**config.mk**
```make
export PLATFORM = sky130hd
export DESIGN_NAME = spief_top
export DESIGN_NICKNAME = d
export VERILOG_FILES = /design/src/hdl/spief_sync.v /design/src/hdl/spief_top.v
export VERILOG_INCLUDE_DIRS = /design/src /design/src/hdl
export SDC_FILE = /design/constraint.sdc
export NUM_CORES = 1
export LEC_CHECK = 0
export ABC_AREA = 1
export ABC_CLOCK_PERIOD_IN_PS = 1800
export BUFFER_PORTS_ARGS = -buffer_cell sky130_fd_sc_hd__buf_2
export CAP_MARGIN = 10
export CORE_MARGIN = 2
export CORE_UTILIZATION = 50
export DETAILED_ROUTE_END_ITERATION = 7
export GPL_ROUTABILITY_DRIVEN = 0
export HOLD_SLACK_MARGIN = 0.06
export MAX_ROUTING_LAYER = met4
export PLACE_DENSITY = 0.81
export SYNTH_ARGS = -nofsm -noshare
export SYNTH_HDL_FRONTEND = slang
export SYNTH_SLANG_ARGS = --single-unit
```
**constraint.sdc**
```tcl
create_clock -name CLK -period 1.8 [get_ports CLK]
set_input_delay 0.27 -clock CLK [delete_from_list [all_inputs] [get_ports CLK]]
set_output_delay 0.27 -clock CLK [all_outputs]
set_load 0.01 [all_outputs]
```
**src/hdl/spief_regs.vh**
```
// Constants of the SPI error and interrupt flag block.
// Assumes it is included by its bare name from the design files.
`ifndef SPIEF_REGS_VH
`define SPIEF_REGS_VH
// Status byte field positions
`define SPIEF_STA_TC_BIT 7
`define SPIEF_STA_WRITE_COLLISION_FLAG_BIT 6
`define SPIEF_STA_SLAVE_SELECT_ERROR_FLAG_BIT 5
`define SPIEF_STA_MODE_FAULT_FLAG_BIT 4
// Control reset values
`define SPIEF_CTL_EN_RST 1'h0
`define SPIEF_CTL_MASTER_SELECT_BIT_RST 1'h0
`define SPIEF_CTL_SLAVE_SELECT_DISABLE_BIT_RST 1'h0
// Control byte field positions
`define SPIEF_CTL_EN_BIT 6
`define SPIEF_CTL_SLAVE_SELECT_DISABLE_BIT_BIT 5
`define SPIEF_CTL_MASTER_SELECT_BIT_BIT 4
// Idle levels of the pins, loaded into their synchronisers at reset
`define SPIEF_SS_IDLE 1'h1
`define SPIEF_SCK_IDLE 1'h0
// Data reset value
`define SPIEF_DATA_RST 8'h00
// Sync depth for pin inputs
`define SPIEF_SYNC_STAGES 2
`endif

```
**src/hdl/spief_sync.v**
```verilog
// Two-stage synchroniser for a level coming from outside the CLK domain.
// Assumes CLK is free running and SYS_RST synchronous active high.
`timescale 1ns/1ps
`default_nettype none
module spief_sync #(
    parameter [0:0] RST_LEVEL = 1'h1 // Idle level of the pin, so reset makes no false edge
) (
    input wire clk,
    input wire rst,
    input wire d,
    output wire q
);
    reg s1_r; // First stage, read only by the second
    reg s2_r; // Second stage, safe to use
    // Shift the level through two flops
    always @(posedge clk) begin
        if (rst) begin
            s1_r <= RST_LEVEL;
            s2_r <= RST_LEVEL;
        end else begin
            s1_r <= d;
            s2_r <= s1_r;
        end
    end
    assign q = s2_r;
endmodule // spief_sync
`default_nettype wire

```
**src/hdl/spief_top.v**
```verilog
// Error flags and interrupt requests of an SPI controller.
// Assumes the CPU side gives one-cycle access strobes on CLK, and the
// shifter gives transfer status; slave select and serial clock are pins.
//
// Contract
// - Master, SS enabled, SS low sets fault
// - Fault flag raises receiver/error request
// - Fault clears SPI enable bit
// - Fault clears master select bit
// - SS disabled: low SS sets nothing
// - Fault clears: status read then control write
// - Data write during transfer sets collision
// - Collision: no request, transfer continues
// - Collision clears: status then data access
// - Overrun keeps first byte, drops later
// - Overrun is never flagged
// - Slave: SS high midbyte sets error
// - Error no request; enable write 0 clears
// - Transfer end sets flag, transmitter request
// - Fault request only while SS enabled
`timescale 1ns/1ps
`include "spief_regs.vh"
`default_nettype none
module spief_top (
    input wire CLK,
    input wire SYS_RST,
    input wire SS_N_PIN,
    input wire SCK_PIN,
    input wire CTL_WR,
    input wire [7:0] CTL_WDATA,
    input wire STA_RD,
    input wire DATA_WR,
    input wire DATA_RD,
    input wire XFER_BUSY,
    input wire XFER_DONE,
    input wire [7:0] RX_BYTE,
    output reg [7:0] STA_RDATA,
    output reg [7:0] DATA_RDATA,
    output wire SPI_ENABLE,
    output wire MASTER_SELECT,
    output wire SS_DISABLE,
    output wire XFER_ABORT,
    output wire TX_IRQ,
    output wire RXERR_IRQ,
    output wire SPI_IRQ
);
    ////////////////////////////////////////////////////////////////////////
    // Pin synchronisers
    // Each one resets to the idle level of its own pin, so the edge
    // detectors behind them see no false edge when reset is released
    wire ss_n_s; // Synchronised slave select, active low
    wire sck_s; // Synchronised serial clock, kept for edge use
    spief_sync #(.RST_LEVEL(`SPIEF_SS_IDLE)) u_ss (
        .clk(CLK),
        .rst(SYS_RST),
        .d(SS_N_PIN),
        .q(ss_n_s)
    );
    spief_sync #(.RST_LEVEL(`SPIEF_SCK_IDLE)) u_sck (
        .clk(CLK),
        .rst(SYS_RST),
        .d(SCK_PIN),
        .q(sck_s)
    );
    ////////////////////////////////////////////////////////////////////////
    // State
    reg spi_enable_bit_r; // Control: enable
    reg master_select_bit_r; // Control: master mode
    reg slave_select_disable_bit_r; // Control: SS as plain I/O
    reg mode_fault_flag_r; // Sticky fault
    reg write_collision_flag_r; // Sticky collision
    reg slave_select_error_flag_r; // Sticky SS error
    reg transfer_complete_flag_r; // Sticky done
    reg mode_fault_flag_armed_r; // Status read saw fault set
    reg write_collision_flag_armed_r; // Status accessed with collision set
    reg [7:0] spi_data_reg_r; // Receive buffer
    reg ss_n_d_r; // Previous SS for edge detection
    reg sck_d_r; // Previous SCK
    reg sck_seen_r; // SCK moved in the current slave byte
    // Control write bit positions differ from the status layout: enable 6, SS disable 5, master 4
    wire ctl_en_w = CTL_WDATA[`SPIEF_CTL_EN_BIT];
    wire ctl_master_select_bit_w = CTL_WDATA[`SPIEF_CTL_MASTER_SELECT_BIT_BIT];
    wire ctl_slave_select_disable_bit_w = CTL_WDATA[`SPIEF_CTL_SLAVE_SELECT_DISABLE_BIT_BIT];
    // Fault detection: master, SS used, SS low
    wire mode_fault_flag_set = spi_enable_bit_r & master_select_bit_r
                  & ~slave_select_disable_bit_r & ~ss_n_s;
    // Rising edge of the synchronised select; the delay register resets to idle
    wire ss_rise = ss_n_s & ~ss_n_d_r;
    // Slave byte still in progress when SS rises
    wire slave_select_error_flag_set = spi_enable_bit_r & ~master_select_bit_r & ss_rise
                   & (XFER_BUSY | sck_seen_r) & ~XFER_DONE;
    wire en_clear = CTL_WR & ~ctl_en_w;
    ////////////////////////////////////////////////////////////////////////
    // Control register; fault overrides software write
    always @(posedge CLK) begin
        if (SYS_RST) begin
            spi_enable_bit_r <= `SPIEF_CTL_EN_RST;
            master_select_bit_r <= `SPIEF_CTL_MASTER_SELECT_BIT_RST;
            slave_select_disable_bit_r <= `SPIEF_CTL_SLAVE_SELECT_DISABLE_BIT_RST;
        end else begin
            if (CTL_WR) begin
                // Software may enable again; blocked while fault pending
                spi_enable_bit_r <= ctl_en_w & ~mode_fault_flag_r;
                master_select_bit_r <= ctl_master_select_bit_w;
                slave_select_disable_bit_r <= ctl_slave_select_disable_bit_w;
            end
            if (mode_fault_flag_set) begin
                spi_enable_bit_r <= 1'b0;
                master_select_bit_r <= 1'b0;
            end
        end
    end
    ////////////////////////////////////////////////////////////////////////
    // Mode fault flag: set wins over the read-then-write clear
    always @(posedge CLK) begin
        if (SYS_RST) begin
            mode_fault_flag_r <= 1'b0;
            mode_fault_flag_armed_r <= 1'b0;
        end else begin
            if (STA_RD && mode_fault_flag_r)
                mode_fault_flag_armed_r <= 1'b1;
            else if (CTL_WR)
                mode_fault_flag_armed_r <= 1'b0;
            if (mode_fault_flag_set)
                mode_fault_flag_r <= 1'b1;
            else if (CTL_WR && mode_fault_flag_armed_r)
                mode_fault_flag_r <= 1'b0;
        end
    end
    ////////////////////////////////////////////////////////////////////////
    // Write collision: never touches the transfer
    // The written byte itself is the shifter's business, not this block's
    always @(posedge CLK) begin
        if (SYS_RST) begin
            write_collision_flag_r <= 1'b0;
            write_collision_flag_armed_r <= 1'b0;
        end else begin
            if (STA_RD && write_collision_flag_r)
                write_collision_flag_armed_r <= 1'b1;
            else if (DATA_WR || DATA_RD)
                write_collision_flag_armed_r <= 1'b0;
            if (DATA_WR && XFER_BUSY)
                write_collision_flag_r <= 1'b1;
            else if ((DATA_WR || DATA_RD) && write_collision_flag_armed_r)
                write_collision_flag_r <= 1'b0;
        end
    end
    ////////////////////////////////////////////////////////////////////////
    // Slave select error, cleared by enable write of 0
    always @(posedge CLK) begin
        if (SYS_RST) begin
            slave_select_error_flag_r <= 1'b0;
            ss_n_d_r <= `SPIEF_SS_IDLE;
            sck_d_r <= `SPIEF_SCK_IDLE;
            sck_seen_r <= 1'b0;
        end else begin
            ss_n_d_r <= ss_n_s;
            sck_d_r <= sck_s;
            // Track clock activity inside a slave byte
            if (XFER_DONE || ss_n_s || en_clear)
                sck_seen_r <= 1'b0;
            else if (sck_s != sck_d_r)
                sck_seen_r <= 1'b1;
            if (slave_select_error_flag_set)
                slave_select_error_flag_r <= 1'b1;
            else if (en_clear)
                slave_select_error_flag_r <= 1'b0;
        end
    end
    // Enable write of 0 resets the shifter state machine
    // Combinational on purpose: the shifter must stop in the same cycle in
    // which the enable bit falls, so it never runs one edge past a fault
    assign XFER_ABORT = en_clear | mode_fault_flag_set;
    ////////////////////////////////////////////////////////////////////////
    // Transfer complete and receive buffer; overrun silently drops
    // Limitation: software cannot tell that bytes were lost, since overrun
    // leaves no trace in the status byte
    always @(posedge CLK) begin
        if (SYS_RST) begin
            transfer_complete_flag_r <= 1'b0;
            spi_data_reg_r <= `SPIEF_DATA_RST;
        end else begin
            if (XFER_DONE) begin
                transfer_complete_flag_r <= 1'b1;
                // Only first byte after clear is kept
                if (!transfer_complete_flag_r)
                    spi_data_reg_r <= RX_BYTE;
            end else if (DATA_RD && transfer_complete_flag_r) begin
                // Read of data clears done flag
                transfer_complete_flag_r <= 1'b0;
            end
        end
    end
    ////////////////////////////////////////////////////////////////////////
    // Read data registers
    always @(posedge CLK) begin
        if (SYS_RST) begin
            STA_RDATA <= 8'h00;
            DATA_RDATA <= `SPIEF_DATA_RST;
        end else begin
            STA_RDATA <= 8'h00;
            STA_RDATA[`SPIEF_STA_TC_BIT] <= transfer_complete_flag_r;
            STA_RDATA[`SPIEF_STA_WRITE_COLLISION_FLAG_BIT] <= write_collision_flag_r;
            STA_RDATA[`SPIEF_STA_SLAVE_SELECT_ERROR_FLAG_BIT] <= slave_select_error_flag_r;
            STA_RDATA[`SPIEF_STA_MODE_FAULT_FLAG_BIT] <= mode_fault_flag_r;
            DATA_RDATA <= spi_data_reg_r;
        end
    end
    ////////////////////////////////////////////////////////////////////////
    // Requests: collision and SS error never request
    // Built only from flops, so the request lines do not glitch
    assign TX_IRQ = transfer_complete_flag_r;
    assign RXERR_IRQ = mode_fault_flag_r & ~slave_select_disable_bit_r;
    assign SPI_IRQ = TX_IRQ | RXERR_IRQ;
    assign SPI_ENABLE = spi_enable_bit_r;
    assign MASTER_SELECT = master_select_bit_r;
    assign SS_DISABLE = slave_select_disable_bit_r;
endmodule // spief_top
`default_nettype wire

```
Yosys cells after proc, flatten, opt, wreduce, memory -nomap -nowiden

Index checks and enable logic that the tools add are counted.

Output and inout port bits: 23
Word-level logic and storage cells: 73
Bits of input ports: 26
Bits in registers: 40

Bitwise logic cells: 22
Muxes and demuxes: 12
Reduce and logical (&&, ||, !) cells: 18
Equal/unequal tests: 1

Operators by type and width:

| kind                | number |
|---|---|
| $mux W1             | 12 |
| $reduce_bool A2 Y1  | 6 |
| $and A1 B1 Y1       | 11 |
| $not A1 Y1          | 8 |
| $logic_and A1 B1 Y1 | 6 |
| $reduce_or A2 Y1    | 2 |
| $logic_or A1 B1 Y1  | 3 |
| $or A1 B1 Y1        | 3 |
| $reduce_and A2 Y1   | 1 |
| $ne A1 B1 Y1        | 1 |

Longest topological paths before layout

Word-level depth: 6
Mapped depth: 6
Depth with buffers taken out: 5

By module

From an unflattened synthesis, not the netlist that was laid out.

Cells, all modules: 181
Area, all modules: 1,320.0 µm²

By module, submodules not included:

| module             | sequential area each (µm²) | times used | cells each | area each (µm²) |
|---|---|---|---|---|
| spief_top          | 640.6                      | 1          | 168        | 1,206.2 |
| spief_sync (u_ss)  | 40.0                       | 1          | 7          | 58.8 |
| spief_sync (u_sck) | 40.0                       | 1          | 6          | 55.1 |

Worst setup path before layout

No wires, ideal clock.

Kind: reg2out
From: reg spi_enable_bit_r, in the netlist SPI_ENABLE
To: out XFER_ABORT
Stages on the path, launching flop included: 5
Arrival time: 669 ps
Setup slack: 861 ps
Buffers on the path: 0
Cell sequence: dfxtp_1 > nand2_1 > inv_1 > nand2_1 > nand2_1

Cells in the longest elaborated chain, start to end: 4

RTL lines:

| element                     | line            | RTL |
|---|---|---|
| start, declared             | spief_top.v:67  | `reg spi_enable_bit_r;` |
| start signal, assigned      | spief_top.v:97  | `` spi_enable_bit_r <= `SPIEF_CTL_EN_RST; `` |
| start signal, assigned      | spief_top.v:103 | `spi_enable_bit_r <= ctl_en_w & ~mode_fault_flag_r;` |
| $and A1 B1 Y1               | spief_top.v:85  | `wire mode_fault_flag_set = spi_enable_bit_r & master_select_bit_r` |
| $and A1 B1 Y1 (2 in series) | spief_top.v:86  | `& ~slave_select_disable_bit_r & ~ss_n_s;` |
| $or A1 B1 Y1                | spief_top.v:173 | `assign XFER_ABORT = en_clear \| mode_fault_flag_set;` |
| end, declared               | spief_top.v:42  | `output wire XFER_ABORT,` |

Every way passes these cells.

Worst setup path in the final report

From: reg slave_select_disable_bit_r, in the netlist SS_DISABLE
To: out XFER_ABORT

Cells in the longest elaborated chain, start to end: 4

RTL lines:

| element                     | line            | RTL |
|---|---|---|
| start, declared             | spief_top.v:69  | `reg slave_select_disable_bit_r;` |
| start signal, assigned      | spief_top.v:99  | `` slave_select_disable_bit_r <= `SPIEF_CTL_SLAVE_SELECT_DISABLE_BIT_RST; `` |
| start signal, assigned      | spief_top.v:105 | `slave_select_disable_bit_r <= ctl_slave_select_disable_bit_w;` |
| $not A1 Y1                  | spief_top.v:86  |  |
| $and A1 B1 Y1 (2 in series) | spief_top.v:86  |  |
| $or A1 B1 Y1                | spief_top.v:173 |  |

Every way passes these cells.

==> flow_metrics.tcl <==
set metrics [dict create \
    htree_num_levels 2 \
    critPathArrivalTime_ns 1.12 \
    synth_edf_count 0 \
    hold_viol_final 0 \
    synth.most_common_cell "nor2_1" \
    antenna_found_initial 0 \
    grt_pass1_wl_um 3615 \
    critPathMostFrequentCell "nand2_1" \
    skew_ns 0.008195 \
    fin_crit_ns 1.395 \
    rsz0062_at_grt "false" \
    p_int_mw 1.089 \
    synth.area.top_cells "dfxtp_1 54%, nor2_1 12%, nand2_1 11%, inv_1 9.6%, buf_4 2.8%" \
    switching_share_pct 24.18 \
    cts.repair.resized 0 \
    fp.dieH_um 55.53 \
    status "finished, final reports clean" \
    clk_path_buf_depth 2 \
    cp_slowest_cell "dfxtp_1" \
    synth_commonest_cells "42 x nor2_1, 38 x nand2_1, 36 x dfxtp_1, 34 x inv_1" \
    die_width_um 55.53 \
    synth-compound-area-share_pct 3.299 \
    hp-class "primary input to flop" \
    synthFlopType "dfxtp_1" \
    nets 246 \
    yosysTopAreaCell "dfxtp_1" \
    io_pins 49 \
    ys_types 17 \
    postLayoutCoreUtil_pct 62.61 \
    p_sw_uw 347.4 \
    cts-hold-fix-buffers 0 \
    cts-root-buf "clkbuf_4" \
    synth_cells 179 \
    yosys.area_share.adder_pct 0 \
    cts_inserted_buffers 5 \
    setup_viol 0 \
    synth_top_family_by_area "simple AND/OR/NAND/NOR gates" \
    critPathRequiredTime_ns 1.53 \
    port_buffers 39 \
    insertion_delay_ns 0.33 \
    hpwl_um 1533 \
    max-cap-violations 0 \
    drt_pass1_iterations 4 \
    max_freq_mhz 717.0 \
    start_kind "flop" \
    syn_to_final_growth_pct 17.91 \
    cts_tree "built" \
    drtAntennaViolNets 0 \
    yosys_warnings 0 \
    critical_path_class "flop to output port" \
    ir_drop_mv 0.7881 \
    die_area_um2 3083 \
    post_cts_buffers 0 \
    syn_area_um2 1328 \
    pwr-share-seq_pct 59.5 \
    start_util_pct 53.10 \
    drive_gt1_share_pct 23.53 \
    fp-row-count 18 \
    synth.yosys.seq_area_share_pct 54.29 \
    routedWlPerCell_um 8.390 \
    endpoint_kind "output port" \
    vias_per_cell 4.219 \
    n_fill_cell 260 \
    ys_async_sr_fraction_pct 0 \
    synth_top_cell_area_share_pct 54.29 \
    crit_path_max_fanout 5 \
    diodes 0 \
    routed_wl_um 2106 \
    multi_input_comb_area_um2 407.9 \
    syn-mean-instance-area_um2 7.416 \
    dr.first_iter.drc_count 16 \
    crit_chain "nor2_1 > nand2_1 > nand2_1 > buf_2" \
    core-area_um2 2500 \
    synth-simple-area-share_pct 26.30 \
    ys_seq_elements 36 \
    maxSlewViolCount 0 \
    grt-ovfl-total 0 \
    pwr-share-comb_pct 10.1 \
    synth_xor_area_share_pct 0 \
    clk_pin_slew_ns 0.10 \
    max_stage_delay_ns 0.41 \
    tns_ns 0 \
    synthMuxAreaShare_pct 0 \
    remaining_drc_errors 0 \
    grt_pass1_vias 894 \
    power_frac_clock_pct 30.4 \
    track_usage_pct 15.45 \
    p_per_area_nw_per_um2 917.9 \
    area.sequential_um2 720.7 \
    grt_max_degree 19 \
    min_period_over_period_pct 77.48 \
    power.leakage_nw 0.8662 \
    num_vias 1059 \
    clock-sinks 36 \
]
## final timing paths
kind | start | endpoint | slack [ns] | cells past startpoint
max | SS_DISABLE | XFER_ABORT | 0.41 | 4
min | SS_N_PIN | u_ss.s1_r | 0.13 | 2
max reg2reg | TX_IRQ | spi_data_reg_r[5] | 0.81 | 4
min reg2reg | slave_select_error_flag_r | STA_RDATA[5] | 0.42 | 2
## final cells by class
type / instances / share of cell area [%]
sequential: 36 / 46.04
multi-input combinational: 100 / 26.06
timing repair buffer: 39 / 12.47
inverter: 38 / 9.273
clock buffer: 8 / 3.757
tap: 30 / 2.398
## logic make-up after synthesis
kind of cell	after synthesis
other cells	1
flops	36
buf+inv	46
simple gates	88
compound gates	8
## metrics by stage
stage / hold slack, ns / cells / area (µm²) / setup WS, ns / power, mW
finish: 0.1318 / 251 / 1565 / 0.4054 / 1.437
global route: 0.1235 / 251 / 1565 / 0.3196 / 1.508
CTS: 0.1289 / 251 / 1565 / 0.3981 / 1.451
detailed placement: 0.4113 / 243 / 1506 / 0.6489 / 1.021
global placement: 0.3926 / 243 / 1506 / 0.6699 / 1.017
floorplan: 0.3738 / 182 / 1339 / 0.8608 / 0.9766
## layout by cell type (no fill, tap or decap)
cell type,synthesis,final
nor2_1,42,42
buf_2,1,39
nand2_1,38,38
dfxtp_1,36,36
inv_1,34,34
nand3_1,5,5
clkbuf_4,0,5
o21ai_0,4,4
conb_1,1,4
inv_2,3,3
o21ai_1,2,2
or2_2,2,2
clkbuf_1,0,2
inv_4,1,1
o22ai_1,1,1
nor2_4,1,1
o21a_1,1,1
clkbuf_8,0,1
## registers in the layout (all words and copies together) (netlist names)
register and flops:
STA_RDATA 4, sck_d_r 1, DATA_RDATA 8, SS_DISABLE 1
mode_fault_flag_r 1, u_ss.q 1, write_collision_flag_armed_r 1, MASTER_SELECT 1
u_sck.q 1, sck_seen_r 1, u_sck.s1_r 1, TX_IRQ 1
u_ss.s1_r 1, ss_n_d_r 1, spi_data_reg_r 8, slave_select_error_flag_r 1
write_collision_flag_r 1, SPI_ENABLE 1, mode_fault_flag_armed_r 1
## worst max-delay path, delay by kind of cell (launching register included)
kind / cells / cell delay, ns
buf+inv: 1 / 0.14
simple gates: 3 / 0.25
flops: 1 / 0.41
## power by group through the flow
stage / Clock (mW) / Combinational, mW / Sequential, mW
2_1_floorplan: 0 / 0.0966 / 0.880
3_3_place_gp: 0 / 0.145 / 0.872
3_5_place_dp: 0 / 0.147 / 0.874
4_1_cts: 0.447 / 0.148 / 0.856
5_1_grt: 0.478 / 0.169 / 0.861
6_report: 0.437 / 0.145 / 0.855
## layer usage
metal / global-route usage, % / up-vias / share of wire (%) / routed length (µm)
li1: - / 586 / - / -
met1: 16.64 / 443 / 44 / 934
met2: 25.68 / 25 / 49 / 1028
met3: 4.918 / 5 / 4.8 / 101
met4: 7.317 / 0 / 2.0 / 42
met5: - / - / 0 / 0
Power figures use the tool's default switching activity.
